### config.mk
export PLATFORM = sky130hd
export DESIGN_NAME = epa_adapter
export DESIGN_NICKNAME = d
export VERILOG_FILES = /design/src/hdl/epa_pkg.sv /design/src/hdl/epa_adapter.sv
export SDC_FILE = /design/constraint.sdc
export NUM_CORES = 2
export LEC_CHECK = 0
export BUFFER_PORTS_ARGS = -buffer_cell sky130_fd_sc_hd__buf_4
export CORE_UTILIZATION = 35
export DETAILED_ROUTE_END_ITERATION = 8
export PLACE_DENSITY = 0.56
export REMOVE_ABC_BUFFERS = 1
export SETUP_SLACK_MARGIN = 0.02
export SYNTH_ARGS = -nofsm -noshare
export SYNTH_HDL_FRONTEND = slang
export SYNTH_SLANG_ARGS = --single-unit
### constraint.sdc
create_clock -name clk_sys_in -period 10.8 [get_ports clk_sys_in]
set_clock_uncertainty 0.2 [all_clocks]
set_input_delay 0.54 -clock clk_sys_in [delete_from_list [all_inputs] [get_ports clk_sys_in]]
set_output_delay 0.54 -clock clk_sys_in [all_outputs]
set_load 0.1 [all_outputs]
### src/hdl/epa_pkg.sv
// constants, field layouts and types for the eight-port serial adapter
// assumes a single system clock; the bit-rate reference arrives as a pin
package epa_pkg;
    localparam int         NUM_CH      = 8;
    localparam int         CH_W        = 3;
    localparam int         FIFO_DEPTH  = 16;
    localparam logic [4:0] FIFO_CAP    = 5'd16;
    localparam logic [4:0] NOFIFO_CAP  = 5'd1;
    localparam logic [11:0] ARB_IO_ADDR = 12'h0130;
    // per-channel register offsets
    localparam logic [2:0] REG_DATA = 3'h0;
    localparam logic [2:0] REG_IER  = 3'h1;
    localparam logic [2:0] REG_IIR  = 3'h2;
    localparam logic [2:0] REG_LCR  = 3'h3;
    localparam logic [2:0] REG_MCR  = 3'h4;
    localparam logic [2:0] REG_LSR  = 3'h5;
    localparam logic [2:0] REG_MSR  = 3'h6;
    localparam logic [2:0] REG_SCR  = 3'h7;
    localparam int         MCR_POL  = 3;
    localparam logic [7:0] MCR_RST  = 8'h08;
    // interrupt identity codes
    localparam logic [3:0] IIR_NONE = 4'h1;
    localparam logic [3:0] IIR_LSR  = 4'h6;
    localparam logic [3:0] IIR_RDA  = 4'h4;
    localparam logic [3:0] IIR_THRE = 4'h2;
    // 16x oversampling tick counts (last tick index)
    localparam logic [5:0] TK_BIT   = 6'd15;
    localparam logic [5:0] TK_HALF  = 6'd7;
    localparam logic [5:0] TK_ST15  = 6'd23;
    localparam logic [5:0] TK_ST2   = 6'd31;
    localparam logic [2:0] WLEN_MAX = 3'd3;
    localparam logic [2:0] BIT_BASE = 3'd4;
    typedef enum logic [2:0] {SER_IDLE, SER_START, SER_DATA, SER_PAR, SER_STOP} epa_ser_t;
    typedef struct packed {
        logic       dlab;
        logic       brk;
        logic       stick;
        logic       even;
        logic       pen;
        logic       stop2;
        logic [1:0] wlen;
    } epa_lcr_t;
    typedef struct packed {
        logic       valid;
        logic [3:0] zero_hi;
        logic [2:0] adapter;
        logic       zero_lo;
        logic [2:0] port;
        logic [3:0] itype;
    } epa_arb_t;
endpackage

### src/hdl/epa_adapter.sv
// eight-channel start-stop serial adapter with interrupt arbitration
// assumes host strobes are synchronous to clk_sys_in; serial pins and the
// 12.288 MHz reference are asynchronous and are synchronised here
`timescale 1ns/1ps
`default_nettype none
module epa_adapter
    import epa_pkg::*;
#(
    parameter logic [2:0] ADAPTER_ID = 3'h0 // arbitrary default
) (
    // clock and reset
    input  wire logic              clk_sys_in,
    input  wire logic              resetn_in,
    // bit-rate reference pin
    input  wire logic              ref_clk_in,
    // channel register access
    input  wire logic [CH_W-1:0]   host_ch_in,
    input  wire logic [2:0]        host_addr_in,
    input  wire logic [7:0]        host_wdata_in,
    input  wire logic              host_wr_in,
    input  wire logic              host_rd_in,
    output logic      [7:0]        host_rdata_out,
    // io space read of arbitration register
    input  wire logic [11:0]       io_addr_in,
    input  wire logic              io_rd_in,
    output logic      [15:0]       io_rdata_out,
    // adapter setup
    input  wire logic              setup_wr_in,
    input  wire logic [2:0]        setup_irq_sel_in,
    // adapter priority chain
    input  wire logic              higher_pend_in,
    output logic                   pend_out,
    // shared request lines, open collector
    output logic      [NUM_CH-1:0] irq_drv_out,
    output logic      [NUM_CH-1:0] irq_oe_out,
    // serial lines
    input  wire logic [NUM_CH-1:0] rx_in,
    output logic      [NUM_CH-1:0] tx_out
);
    logic [2:0]        ref_sync_ff;
    logic [NUM_CH-1:0] rx_s1_ff, rx_s2_ff;
    logic [1:0]        hi_sync_ff;
    logic              ref_rise;
    logic [7:0]        ch_rd [NUM_CH];
    logic [3:0]        ch_iir [NUM_CH];
    logic [NUM_CH-1:0] ch_pend;
    logic [2:0]        irq_sel_ff;
    epa_arb_t          arb_ff, nxt_arb;

    always_ff @(posedge clk_sys_in or negedge resetn_in) begin
        if (!resetn_in) begin
            ref_sync_ff <= 3'h0;
            rx_s1_ff    <= '1;
            rx_s2_ff    <= '1;
            hi_sync_ff  <= 2'h0;
        end else begin
            ref_sync_ff <= {ref_sync_ff[1:0], ref_clk_in};
            rx_s1_ff    <= rx_in;
            rx_s2_ff    <= rx_s1_ff;
            hi_sync_ff  <= {hi_sync_ff[0], higher_pend_in};
        end
    end
    assign ref_rise = ref_sync_ff[1] & ~ref_sync_ff[2];

    for (genvar i = 0; i < NUM_CH; i++) begin : g_ch
        epa_lcr_t   lcr_ff;
        logic [7:0] ier_ff, mcr_ff, scr_ff, dll_ff, dlm_ff;
        logic       fifo_en_ff, thre_pend_ff;
        logic [3:0] err_ff, err_set;
        logic [7:0] txq [FIFO_DEPTH];
        logic [7:0] rxq [FIFO_DEPTH];
        logic [3:0] tx_rp_ff, tx_wp_ff, rx_rp_ff, rx_wp_ff;
        logic [4:0] tx_cnt_ff, rx_cnt_ff, cap;
        logic [15:0] div_ff, div_m1;
        logic       tick, wr_sel, rd_sel, tx_push, tx_pop, rx_pop, rx_push;
        logic       pol, rx_lvl, fcr_wr;
        epa_ser_t   tx_st_ff, rx_st_ff;
        logic [5:0] tx_tk_ff, rx_tk_ff, stop_last;
        logic [2:0] tx_bit_ff, rx_bit_ff, last_bit;
        logic [7:0] tx_sh_ff, rx_sh_ff;
        logic       tx_par_ff, rx_par_ff, tx_line_ff, tx_pin_ff, rx_zero_ff;

        assign wr_sel   = host_wr_in && (host_ch_in == CH_W'(i));
        assign rd_sel   = host_rd_in && (host_ch_in == CH_W'(i));
        assign cap      = fifo_en_ff ? FIFO_CAP : NOFIFO_CAP;
        assign tx_push  = wr_sel && host_addr_in == REG_DATA && !lcr_ff.dlab
                          && tx_cnt_ff < cap;
        assign rx_pop   = rd_sel && host_addr_in == REG_DATA && !lcr_ff.dlab
                          && rx_cnt_ff != 5'd0;
        assign fcr_wr   = wr_sel && host_addr_in == REG_IIR;
        assign tx_pop   = tx_st_ff == SER_IDLE && tx_cnt_ff != 5'd0;
        // index of the last data bit
        assign last_bit = BIT_BASE + {1'b0, lcr_ff.wlen};
        assign pol      = mcr_ff[MCR_POL];
        assign rx_lvl   = rx_s2_ff[i] ^ ~pol;
        assign stop_last = !lcr_ff.stop2 ? TK_BIT :
                           (lcr_ff.wlen == 2'd0) ? TK_ST15 : TK_ST2;

        always_ff @(posedge clk_sys_in or negedge resetn_in) begin
            if (!resetn_in) begin
                lcr_ff     <= '0;
                ier_ff     <= 8'h00;
                mcr_ff     <= MCR_RST;
                scr_ff     <= 8'h00;
                dll_ff     <= 8'h00;
                dlm_ff     <= 8'h00;
                fifo_en_ff <= 1'b0;
            end else if (wr_sel) begin
                case (host_addr_in)
                    REG_DATA: if (lcr_ff.dlab) dll_ff <= host_wdata_in;
                    REG_IER:  if (lcr_ff.dlab) dlm_ff <= host_wdata_in;
                              else ier_ff <= host_wdata_in;
                    REG_IIR:  fifo_en_ff <= host_wdata_in[0];
                    REG_LCR:  lcr_ff <= epa_lcr_t'(host_wdata_in);
                    REG_MCR:  mcr_ff <= host_wdata_in;
                    REG_SCR:  scr_ff <= host_wdata_in;
                    default:  ;
                endcase
            end
        end

        assign div_m1 = ({dlm_ff, dll_ff} == 16'h0000) ? 16'h0000
                        : {dlm_ff, dll_ff} - 16'h0001;
        assign tick   = ref_rise && div_ff >= div_m1;
        always_ff @(posedge clk_sys_in or negedge resetn_in) begin
            if (!resetn_in) div_ff <= 16'h0000;
            else if (tick) div_ff <= 16'h0000;
            else if (ref_rise) div_ff <= div_ff + 16'h0001;
        end

        always_ff @(posedge clk_sys_in) begin
            if (tx_push) txq[tx_wp_ff] <= host_wdata_in;
            if (rx_push) rxq[rx_wp_ff] <= rx_sh_ff >> (WLEN_MAX - {1'b0, lcr_ff.wlen});
        end
        always_ff @(posedge clk_sys_in or negedge resetn_in) begin
            if (!resetn_in) begin
                tx_rp_ff <= 4'h0;
                tx_wp_ff <= 4'h0;
                tx_cnt_ff <= 5'd0;
            end else if (fcr_wr && host_wdata_in[2]) begin
                tx_rp_ff <= 4'h0;
                tx_wp_ff <= 4'h0;
                tx_cnt_ff <= 5'd0;
            end else begin
                tx_wp_ff  <= tx_wp_ff + {3'h0, tx_push};
                tx_rp_ff  <= tx_rp_ff + {3'h0, tx_pop};
                tx_cnt_ff <= tx_cnt_ff + {4'h0, tx_push} - {4'h0, tx_pop};
            end
        end

        always_ff @(posedge clk_sys_in or negedge resetn_in) begin
            if (!resetn_in) begin
                tx_st_ff   <= SER_IDLE;
                tx_tk_ff   <= 6'd0;
                tx_bit_ff  <= 3'd0;
                tx_sh_ff   <= 8'h00;
                tx_par_ff  <= 1'b0;
                tx_line_ff <= 1'b1;
            end else if (tx_pop) begin
                tx_st_ff   <= SER_START;
                tx_sh_ff   <= txq[tx_rp_ff];
                tx_tk_ff   <= 6'd0;
                tx_par_ff  <= ~lcr_ff.even;
                tx_line_ff <= 1'b0;
            end else if (tick && tx_st_ff != SER_IDLE) begin
                tx_tk_ff <= tx_tk_ff + 6'd1;
                case (tx_st_ff)
                    SER_START: if (tx_tk_ff == TK_BIT) begin
                        tx_st_ff   <= SER_DATA;
                        tx_tk_ff   <= 6'd0;
                        tx_bit_ff  <= 3'd0;
                        tx_line_ff <= tx_sh_ff[0];
                        tx_par_ff  <= tx_par_ff ^ tx_sh_ff[0];
                    end
                    SER_DATA: if (tx_tk_ff == TK_BIT) begin
                        tx_tk_ff <= 6'd0;
                        if (tx_bit_ff == last_bit) begin
                            tx_st_ff   <= lcr_ff.pen ? SER_PAR : SER_STOP;
                            tx_line_ff <= lcr_ff.pen ? tx_par_ff : 1'b1;
                        end else begin
                            tx_bit_ff  <= tx_bit_ff + 3'd1;
                            tx_sh_ff   <= tx_sh_ff >> 1;
                            tx_line_ff <= tx_sh_ff[1];
                            tx_par_ff  <= tx_par_ff ^ tx_sh_ff[1];
                        end
                    end
                    SER_PAR: if (tx_tk_ff == TK_BIT) begin
                        tx_st_ff   <= SER_STOP;
                        tx_tk_ff   <= 6'd0;
                        tx_line_ff <= 1'b1;
                    end
                    SER_STOP: if (tx_tk_ff == stop_last) tx_st_ff <= SER_IDLE;
                    default: tx_st_ff <= SER_IDLE;
                endcase
            end
        end

        // break and polarity at the pin
        always_ff @(posedge clk_sys_in or negedge resetn_in) begin
            if (!resetn_in) tx_pin_ff <= 1'b1;
            else tx_pin_ff <= (tx_line_ff & ~lcr_ff.brk) ^ ~pol;
        end
        assign tx_out[i] = tx_pin_ff;

        always_ff @(posedge clk_sys_in or negedge resetn_in) begin
            if (!resetn_in) begin
                rx_st_ff   <= SER_IDLE;
                rx_tk_ff   <= 6'd0;
                rx_bit_ff  <= 3'd0;
                rx_sh_ff   <= 8'h00;
                rx_par_ff  <= 1'b0;
                rx_zero_ff <= 1'b1;
            end else if (tick) begin
                rx_tk_ff <= rx_tk_ff + 6'd1;
                case (rx_st_ff)
                    SER_IDLE: if (!rx_lvl) begin
                        rx_st_ff <= SER_START;
                        rx_tk_ff <= 6'd0;
                    end
                    SER_START: if (rx_tk_ff == TK_HALF) begin
                        rx_st_ff   <= rx_lvl ? SER_IDLE : SER_DATA;
                        rx_tk_ff   <= 6'd0;
                        rx_bit_ff  <= 3'd0;
                        rx_par_ff  <= 1'b0;
                        rx_zero_ff <= 1'b1;
                    end
                    SER_DATA: if (rx_tk_ff == TK_BIT) begin
                        rx_tk_ff   <= 6'd0;
                        rx_sh_ff   <= {rx_lvl, rx_sh_ff[7:1]};
                        rx_par_ff  <= rx_par_ff ^ rx_lvl;
                        rx_zero_ff <= rx_zero_ff & ~rx_lvl;
                        rx_bit_ff  <= rx_bit_ff + 3'd1;
                        if (rx_bit_ff == last_bit)
                            rx_st_ff <= lcr_ff.pen ? SER_PAR : SER_STOP;
                    end
                    SER_PAR: if (rx_tk_ff == TK_BIT) begin
                        rx_tk_ff   <= 6'd0;
                        rx_par_ff  <= rx_par_ff ^ rx_lvl;
                        rx_zero_ff <= rx_zero_ff & ~rx_lvl;
                        rx_st_ff   <= SER_STOP;
                    end
                    SER_STOP: if (rx_tk_ff == TK_BIT) rx_st_ff <= SER_IDLE;
                    default: rx_st_ff <= SER_IDLE;
                endcase
            end
        end
        assign rx_push = tick && rx_st_ff == SER_STOP && rx_tk_ff == TK_BIT
                         && rx_cnt_ff < cap;

        // line status events: overrun, parity, framing, break
        always_comb begin
            err_set = 4'h0;
            if (tick && rx_st_ff == SER_STOP && rx_tk_ff == TK_BIT) begin
                err_set[0] = rx_cnt_ff >= cap;
                err_set[1] = lcr_ff.pen && (rx_par_ff ^ ~lcr_ff.even);
                err_set[2] = !rx_lvl;
                err_set[3] = rx_zero_ff && !rx_lvl;
            end
        end
        // set wins over the read that clears
        always_ff @(posedge clk_sys_in or negedge resetn_in) begin
            if (!resetn_in) err_ff <= 4'h0;
            else if (rd_sel && host_addr_in == REG_LSR) err_ff <= err_set;
            else err_ff <= err_ff | err_set;
        end

        always_ff @(posedge clk_sys_in or negedge resetn_in) begin
            if (!resetn_in) begin
                rx_rp_ff <= 4'h0;
                rx_wp_ff <= 4'h0;
                rx_cnt_ff <= 5'd0;
            end else if (fcr_wr && host_wdata_in[1]) begin
                rx_rp_ff <= 4'h0;
                rx_wp_ff <= 4'h0;
                rx_cnt_ff <= 5'd0;
            end else begin
                rx_wp_ff  <= rx_wp_ff + {3'h0, rx_push};
                rx_rp_ff  <= rx_rp_ff + {3'h0, rx_pop};
                rx_cnt_ff <= rx_cnt_ff + {4'h0, rx_push} - {4'h0, rx_pop};
            end
        end

        // transmit-empty event, set wins over clear
        always_ff @(posedge clk_sys_in or negedge resetn_in) begin
            if (!resetn_in) thre_pend_ff <= 1'b0;
            else if (tx_pop && tx_cnt_ff == 5'd1 && !tx_push) thre_pend_ff <= 1'b1;
            else if (tx_push || (rd_sel && host_addr_in == REG_IIR
                     && ch_iir[i] == IIR_THRE)) thre_pend_ff <= 1'b0;
        end

        always_comb begin
            if (ier_ff[2] && err_ff != 4'h0) ch_iir[i] = IIR_LSR;
            else if (ier_ff[0] && rx_cnt_ff != 5'd0) ch_iir[i] = IIR_RDA;
            else if (ier_ff[1] && thre_pend_ff) ch_iir[i] = IIR_THRE;
            else ch_iir[i] = IIR_NONE;
        end
        assign ch_pend[i] = ch_iir[i] != IIR_NONE;

        always_comb begin
            case (host_addr_in)
                REG_DATA: ch_rd[i] = lcr_ff.dlab ? dll_ff : rxq[rx_rp_ff];
                REG_IER:  ch_rd[i] = lcr_ff.dlab ? dlm_ff : ier_ff;
                REG_IIR:  ch_rd[i] = {{2{fifo_en_ff}}, 2'b00, ch_iir[i]};
                REG_LCR:  ch_rd[i] = lcr_ff;
                REG_MCR:  ch_rd[i] = mcr_ff;
                REG_LSR:  ch_rd[i] = {1'b0, tx_cnt_ff == 5'd0 && tx_st_ff == SER_IDLE,
                                      tx_cnt_ff == 5'd0, err_ff[3:0],
                                      rx_cnt_ff != 5'd0};
                REG_MSR:  ch_rd[i] = 8'h00;
                default:  ch_rd[i] = scr_ff;
            endcase
        end

    end

    // fixed port priority, yielding to higher adapters
    always_comb begin
        nxt_arb       = '0;
        nxt_arb.itype = IIR_NONE;
        nxt_arb.adapter = ADAPTER_ID;
        for (int k = NUM_CH - 1; k >= 0; k--) begin
            if (ch_pend[k] && !hi_sync_ff[1]) begin
                nxt_arb.valid = 1'b1;
                nxt_arb.port  = CH_W'(k);
                nxt_arb.itype = ch_iir[k];
            end
        end
    end

    // arbitration register, io read, line select
    always_ff @(posedge clk_sys_in or negedge resetn_in) begin
        if (!resetn_in) begin
            arb_ff         <= '0;
            io_rdata_out   <= 16'h0000;
            host_rdata_out <= 8'h00;
            irq_sel_ff     <= 3'h0;
            pend_out       <= 1'b0;
        end else begin
            arb_ff         <= nxt_arb;
            pend_out       <= |ch_pend;
            io_rdata_out   <= (io_rd_in && io_addr_in == ARB_IO_ADDR) ? arb_ff : 16'h0000;
            if (host_rd_in) host_rdata_out <= ch_rd[host_ch_in];
            if (setup_wr_in) irq_sel_ff <= setup_irq_sel_in;
        end
    end

    // open-collector request, released when nothing pends
    always_ff @(posedge clk_sys_in or negedge resetn_in) begin
        if (!resetn_in) begin
            irq_oe_out  <= '0;
            irq_drv_out <= '0;
        end else begin
            irq_drv_out <= '0;
            for (int k = 0; k < NUM_CH; k++)
                irq_oe_out[k] <= (|ch_pend) && irq_sel_ff == CH_W'(k);
        end
    end
endmodule // epa_adapter
`default_nettype wire

== After elaboration in Yosys (flattened, before gate mapping) ==
Memory sizes are Yosys's and may differ from the RTL's.
Index checks and enable logic that the tools add are counted.
Cells by class
  $add $sub $neg: 128
  $mul: 0
  divide/modulo/power cells: 0
  order comparisons: 33
  equal/unequal tests: 294
  shift-type cells: 8
  mux-type cells: 684
  bitwise operators: 123
  reduce and logical (&&, ||, !) cells: 574
Operators with widths (count)
  $mux W3: 168
  $mux W8: 58
  $pmux W8 S7: 8
  $mux W16: 25
  $mux W6: 56
  $logic_and A1 B1 Y1: 241
  $mux W4: 56
  $mux W1: 184
  $mux W5: 32
  $ne A2 B2 Y1 const B: 79
  $ne A3 B3 Y1 const B: 48
  $pmux W6 S3: 8
  $add A16 B1 Y16 const B: 8
  $add A4 B1 Y4: 32
  $ge A16 B16 Y1: 8
  $logic_not A16 Y1: 8
  $reduce_bool A2 Y1: 64
  $sub A16 B1 Y16 const B: 8
  $pmux W3 S5: 8
  $eq A3 B2 Y1 const B: 38
  $add A6 B1 Y6 const B: 16
  $eq A6 B4 Y1 const B: 16
  $pmux W3 S2: 16
  $pmux W3 S4: 8
  46 further kinds: 651
Storage, ports and cells
  bits in registers: 1193
  bits in latches: 0
  RAM bits: 2048
  memory bits (read-only): 0
  input port bits: 45
  output and inout bits: 49
  word-level logic and storage cells: 2152
  memories kept: 16
Memories
  g_ch[0].rxq: words 16, bits a word 8, rd ports 1, clocked after memory_dff 0, write ports 1, RTL line epa_adapter.sv:71  | logic [7:0] rxq [FIFO_DEPTH];
  g_ch[0].txq: words 16, bits a word 8, rd ports 1, clocked after memory_dff 0, write ports 1, RTL line epa_adapter.sv:70  | logic [7:0] txq [FIFO_DEPTH];
  g_ch[1].rxq: words 16, bits a word 8, rd ports 1, clocked after memory_dff 0, write ports 1, RTL line epa_adapter.sv:71
  g_ch[1].txq: words 16, bits a word 8, rd ports 1, clocked after memory_dff 0, write ports 1, RTL line epa_adapter.sv:70
  g_ch[2].rxq: words 16, bits a word 8, rd ports 1, clocked after memory_dff 0, write ports 1, RTL line epa_adapter.sv:71
  g_ch[2].txq: words 16, bits a word 8, rd ports 1, clocked after memory_dff 0, write ports 1, RTL line epa_adapter.sv:70
  10 more memories

== Depth between registers and ports, before layout ==
  depth in word-level cells: 14
  mapped depth: 26
  mapped depth without buffers: 25

== Least setup slack after synthesis ==
OpenSTA, ideal clock, no wires.
  path kind: register -> register
  start point: reg g_ch[0].dlm_ff[1]
  end point: reg g_ch[0].rx_cnt_ff[4]
  library setup time: 136 ps
  data arrival time: 5017 ps
  data required time: 10464 ps
  setup slack: 5447 ps
  stages on the path, launching flop included: 25
  path buffers: 3
  period minus slack after synthesis: 5353 ps
  path through: dfrtp_1 -> or4_1 -> nor4_1 -> nand3_1 -> clkbuf_1 -> nand2_1 -> ha_1 -> a21o_1 -> a21o_1 -> a211o_1 -> a311oi_1 -> or3_4 -> or3_1 -> buf_2 -> buf_2 -> ha_1 -> inv_1 -> ha_1 -> inv_1 -> fa_1 -> nor2_1 -> nor2_1 -> nor2_1 -> or3_1 -> a21oi_1
On the way
  longest elaborated chain between the ends: 10
  elaborated cells between the ends (all ways): 11
  classes of those cells: 3 x add/sub; 1 x order compare; 2 x mux; 5 x reduce/logical
Ends and longest elaborated chain
  start: declaration: RTL line epa_adapter.sv:67  | logic [7:0] ier_ff, mcr_ff, scr_ff, dll_ff, dlm_ff;
  start signal: assignment: RTL line epa_adapter.sv:111  | REG_IER: if (lcr_ff.dlab) dlm_ff <= host_wdata_in;
  $sub A16 B1 Y16 or $logic_not A16 Y1 (tied branches): RTL line epa_adapter.sv:123, epa_adapter.sv:122
  $mux W16 *: RTL line epa_adapter.sv:122  | assign div_m1 = ({dlm_ff, dll_ff} == 16'h0000) ? 16'h0000
  $ge A16 B16 Y1 *: RTL line epa_adapter.sv:124  | assign tick = ref_rise && div_ff >= div_m1;
  $logic_and A1 B1 Y1 *: RTL line epa_adapter.sv:124
  $logic_and A1 B1 Y1 * (2 in series): RTL line epa_adapter.sv:247  | assign rx_push = tick && rx_st_ff == SER_STOP && rx_tk_ff == TK_BIT
  $logic_and A1 B1 Y1 *: RTL line epa_adapter.sv:248  | && rx_cnt_ff < cap;
  $add A5 B1 Y5 *: RTL line epa_adapter.sv:279  | rx_cnt_ff <= rx_cnt_ff + {4'h0, rx_push} - {4'h0, rx_pop};
  $sub A5 B1 Y5 *: RTL line epa_adapter.sv:279
  $mux W5 *: RTL line epa_adapter.sv:272  | end else if (fcr_wr && host_wdata_in[1]) begin
  end signal: assignment: RTL line epa_adapter.sv:279
  end: declaration: RTL line epa_adapter.sv:73  | logic [4:0] tx_cnt_ff, rx_cnt_ff, cap;
Every way passes the cells marked *; elsewhere a longest branch is shown, timed or not.
A chain may end at the register's enable or synchronous reset.

== Worst setup path after layout ==
Same ends and word-level chain as after synthesis.

==> flow_summary.toml <==
[outcome]
status = "complete, but fails checks"
violations = "max-capacitance violations, max-slew violations"

[yosys]
synth_common_cells = "edfxtp_1 (2048), dfrtp_1 (1135), nor2_1 (822), nand2_1 (721), mux4_2 (589)"
ys_warn_count = 0
syn_area_mm2 = 0.1477
synth_area_leaders = "edfxtp_1 (42%), dfrtp_1 (19%), mux4_2 (9.0%)"
syn_area_per_cell_um2 = 14.19
async_flop_share_pct = 36.61
synth_top_flop_cell = "edfxtp_1"
ys_types = 114
syn_inst = 10410
synth-seq-cells = 3231
yosysMostFrequentCell = "edfxtp_1"
ys_seq_area_share_pct = 61.71
synth-edff-count = 2048
yosys.area.top_type = "edfxtp_1"
synth_top_area_share_pct = 41.63

[route]
drc_errors = 0
first_pass_iters = 8
drtAntennaViolNets = 0
routed_wl_mm = 397.3
vias = 90020
drtIter0Drc = 8425
vias_per_cell = 5.458
wl_per_cell_um = 24.09

[critical_path]
rr_endpoint = "g_ch[0].rx_cnt_ff[4]$_DFF_PN0_"
arrival_ns = 6.97
reg2reg_slack_ns = 4.39
startpoint = "g_ch[0].dlm_ff[1]$_DFFE_PN0P_"
worst-path-max-fanout = 22
rr_startpoint = "g_ch[0].dlm_ff[1]$_DFFE_PN0P_"
critical-path-max-stage-delay_ns = 0.60
worstPathRequired_ns = 11.36
crit_type = "reg -> reg"
slowest_stage = "or4_1"
start_kind = "flip-flop"
worstRegToRegCells = 21
worstPathCellList = "or4_1, nor4_1, nand3_1, nand2_1, ha_1, a21o_1, a21o_1, a211o_1, a311oi_1, or3_4, or3_1, ha_1, inv_1, ha_1, inv_1, fa_1, nor2_1, nor2_1, nor2_1, or3_1, a21oi_1"
end_kind = "flip-flop"

[cts]
post_cts_buffers = 0
cts_tree = "built"
cts_resized = 0
clockBufferDepth = 4
cts.sinks = 3231
worst_skew_pair.late_latency_ns = 0.97
cts_max_level = 5
cts_buffers = 343
clk_pin_slew_worst_paths_ns = 0.06
cts_root_buf = "clkbuf_16"
ctsHoldBuffers = 32

[hold_path]
hold_path_class = "in -> reg"
hold_start = "host_wdata_in[5]"
holdPathEnd = "g_ch[5].txq[15][5]$_DFFE_PP_"
hold_depth = 1

[sta]
hold-worst-slack_ns = 0.05361
fmax_mhz = 156.1
setup_viol = 0
final.setup.worst_slack_ns = 4.395
maxSlewViolCount = 2
slew_headroom_pct = -3.145
period_needed_ns = 6.405
rsz0062_at_grt = "false"
worstMarginPinSlew_ns = 1.508
setup_tns_ns = 0
hold_viol = 0
final.period_utilization_pct = 59.31

[global_routing]
grt_pass1_vias = 91810
grt_use_total_pct = 18.37
grt_first_pass_wirelength_mm = 597.3
antenna_found_initial = 19
grt_overflow_total = 0
grt_max_degree = 156

[pwr]
combPwrFrac_pct = 20.4
sequentialPowerShare_pct = 44.9
vdd_drop_max_mv = 0.1411
total_power_mw = 33.58
power_frac_clock_pct = 34.8
p_switching_mw = 9.865
power.density_mw_per_mm2 = 201.6
power_leakage_nw = 61.26
netSwitchingFraction_pct = 29.38
internal_power_mw = 23.71

[floorplan]
dieHeight_um = 651.7
core_mm2 = 0.4202
rows = 238
io_pins = 94
fp.dieW_um = 651.7
die_area_mm2 = 0.4247
start_util_pct = 35.16

[placed_design]
place_inst = 15820
dpl_cell_area_mm2 = 0.1551
place.gp.congestion = 0.9241
hpwl_mm = 266.9
place_ws_ns = 4.406
portBuffers = 76

[finish]
final_cell_count_no_fill = 16490
postLayoutCoreUtil_pct = 39.65
fillers = 38680
postLayoutCellArea_mm2 = 0.1666
final_layout_size_suffix_gt1_share_pct = 19.30
areaGrowthSynthToFinish_pct = 12.77
nNetsFinal = 11020

[job]
max_cap_violations = 2
## routing by layer
layer | vias up | part of all wire (%) | GRT usage [%]
li1 | 39810 | - | -
met1 | 46620 | 43 | 25.22
met2 | 2835 | 47 | 29.30
met3 | 745 | 6.3 | 3.062
met4 | 4 | 3.9 | 6.792
met5 | - | 0.0058 | 0
## cell families (layout without fill, tap and decap cells)
kind of cell	Yosys count	in the layout	synth area share, %
muxes	1380	1380	14.87
buffers and inverters	792	1213	2.200
DFF	3231	3231	61.71
and+or+nand+nor	2844	2844	9.394
AOI/OAI and AO/OA	1366	1366	5.960
other	1	22	0.002538
xor gates and xnor gates	381	381	2.259
adders and majority gates	416	416	3.605
## power by group through the flow
stage | logic (mW) | registers [mW] | clock network [mW]
CTS | 6.91 | 15.1 | 11.9
global route | 7.55 | 15.2 | 12.4
floorplan | 4.55 | 15.3 | 0
detailed placement | 6.86 | 15.3 | 0
finish | 6.84 | 15.1 | 11.7
global placement | 6.68 | 15.3 | 0
## worst max-delay path, delay by kind of cell (launching register included)
kind                       cells  cell delay, ns
adders and majority gates      4            1.21
buffers and inverters          2            0.12
AOI/OAI and AO/OA              5            1.23
and+or+nand+nor               10            3.03
DFF                            1            0.43
## registers in the layout (all words and copies together), names as in the netlist, 40 cells and up
name / cells
g_ch.div_ff: 128
g_ch.dll_ff: 64
g_ch.dlm_ff: 64
g_ch.ier_ff: 64
g_ch.lcr_ff: 64
g_ch.mcr_ff: 64
g_ch.rx_cnt_ff: 40
g_ch.rx_sh_ff: 64
g_ch.rx_tk_ff: 48
g_ch.rxq: 1024
g_ch.scr_ff: 64
g_ch.tx_cnt_ff: 40
g_ch.tx_sh_ff: 64
g_ch.tx_tk_ff: 48
g_ch.txq: 1024
## layout make-up
class,instances,area (µm²),area share (%)
Tap cell,5640,7057,4.236
Timing Repair Buffer,346,2808,1.685
Clock buffer,488,9607,5.766
Clock inverter,146,1523,0.9140
Sequential cell,3231,91190,54.74
Antenna cell,5,12.51,0.007510
Multi-Input combinational cell,6404,53530,32.13
Inverter,233,874.6,0.5250
## cell usage in the layout (no fill, tap or decap), drive strengths merged, types with 48 or more instances in the layout
master	count
a21o	55
a21oi	301
a31oi	55
and3	70
buf	311
clkbuf	492
clkinv	110
dfrtp	1135
dfstp	48
edfxtp	2048
ha	400
inv	244
mux2	512
mux2i	270
mux4	598
nand2	722
nand2b	131
nand3	274
nand4	79
nor2	829
nor2b	155
nor3	210
nor4	88
o211ai	60
o21ai	441
or3	73
xnor2	195
xor2	186
## worst max-delay path by stage
stage / end / slack (ns) / depth (start not counted)
2_1_floorplan: g_ch[4].rx_cnt_ff[4]$_DFF_PN0_ / 4.08 / 22
3_3_place_gp: g_ch[0].rx_cnt_ff[4]$_DFF_PN0_ / 4.39 / 21
3_5_place_dp: g_ch[0].rx_cnt_ff[4]$_DFF_PN0_ / 4.41 / 21
4_1_cts: g_ch[0].rx_cnt_ff[4]$_DFF_PN0_ / 4.40 / 21
5_1_grt: g_ch[0].rx_cnt_ff[4]$_DFF_PN0_ / 3.89 / 21
6_report: g_ch[0].rx_cnt_ff[4]$_DFF_PN0_ / 4.39 / 21
(Power assumes the default switching activity.)
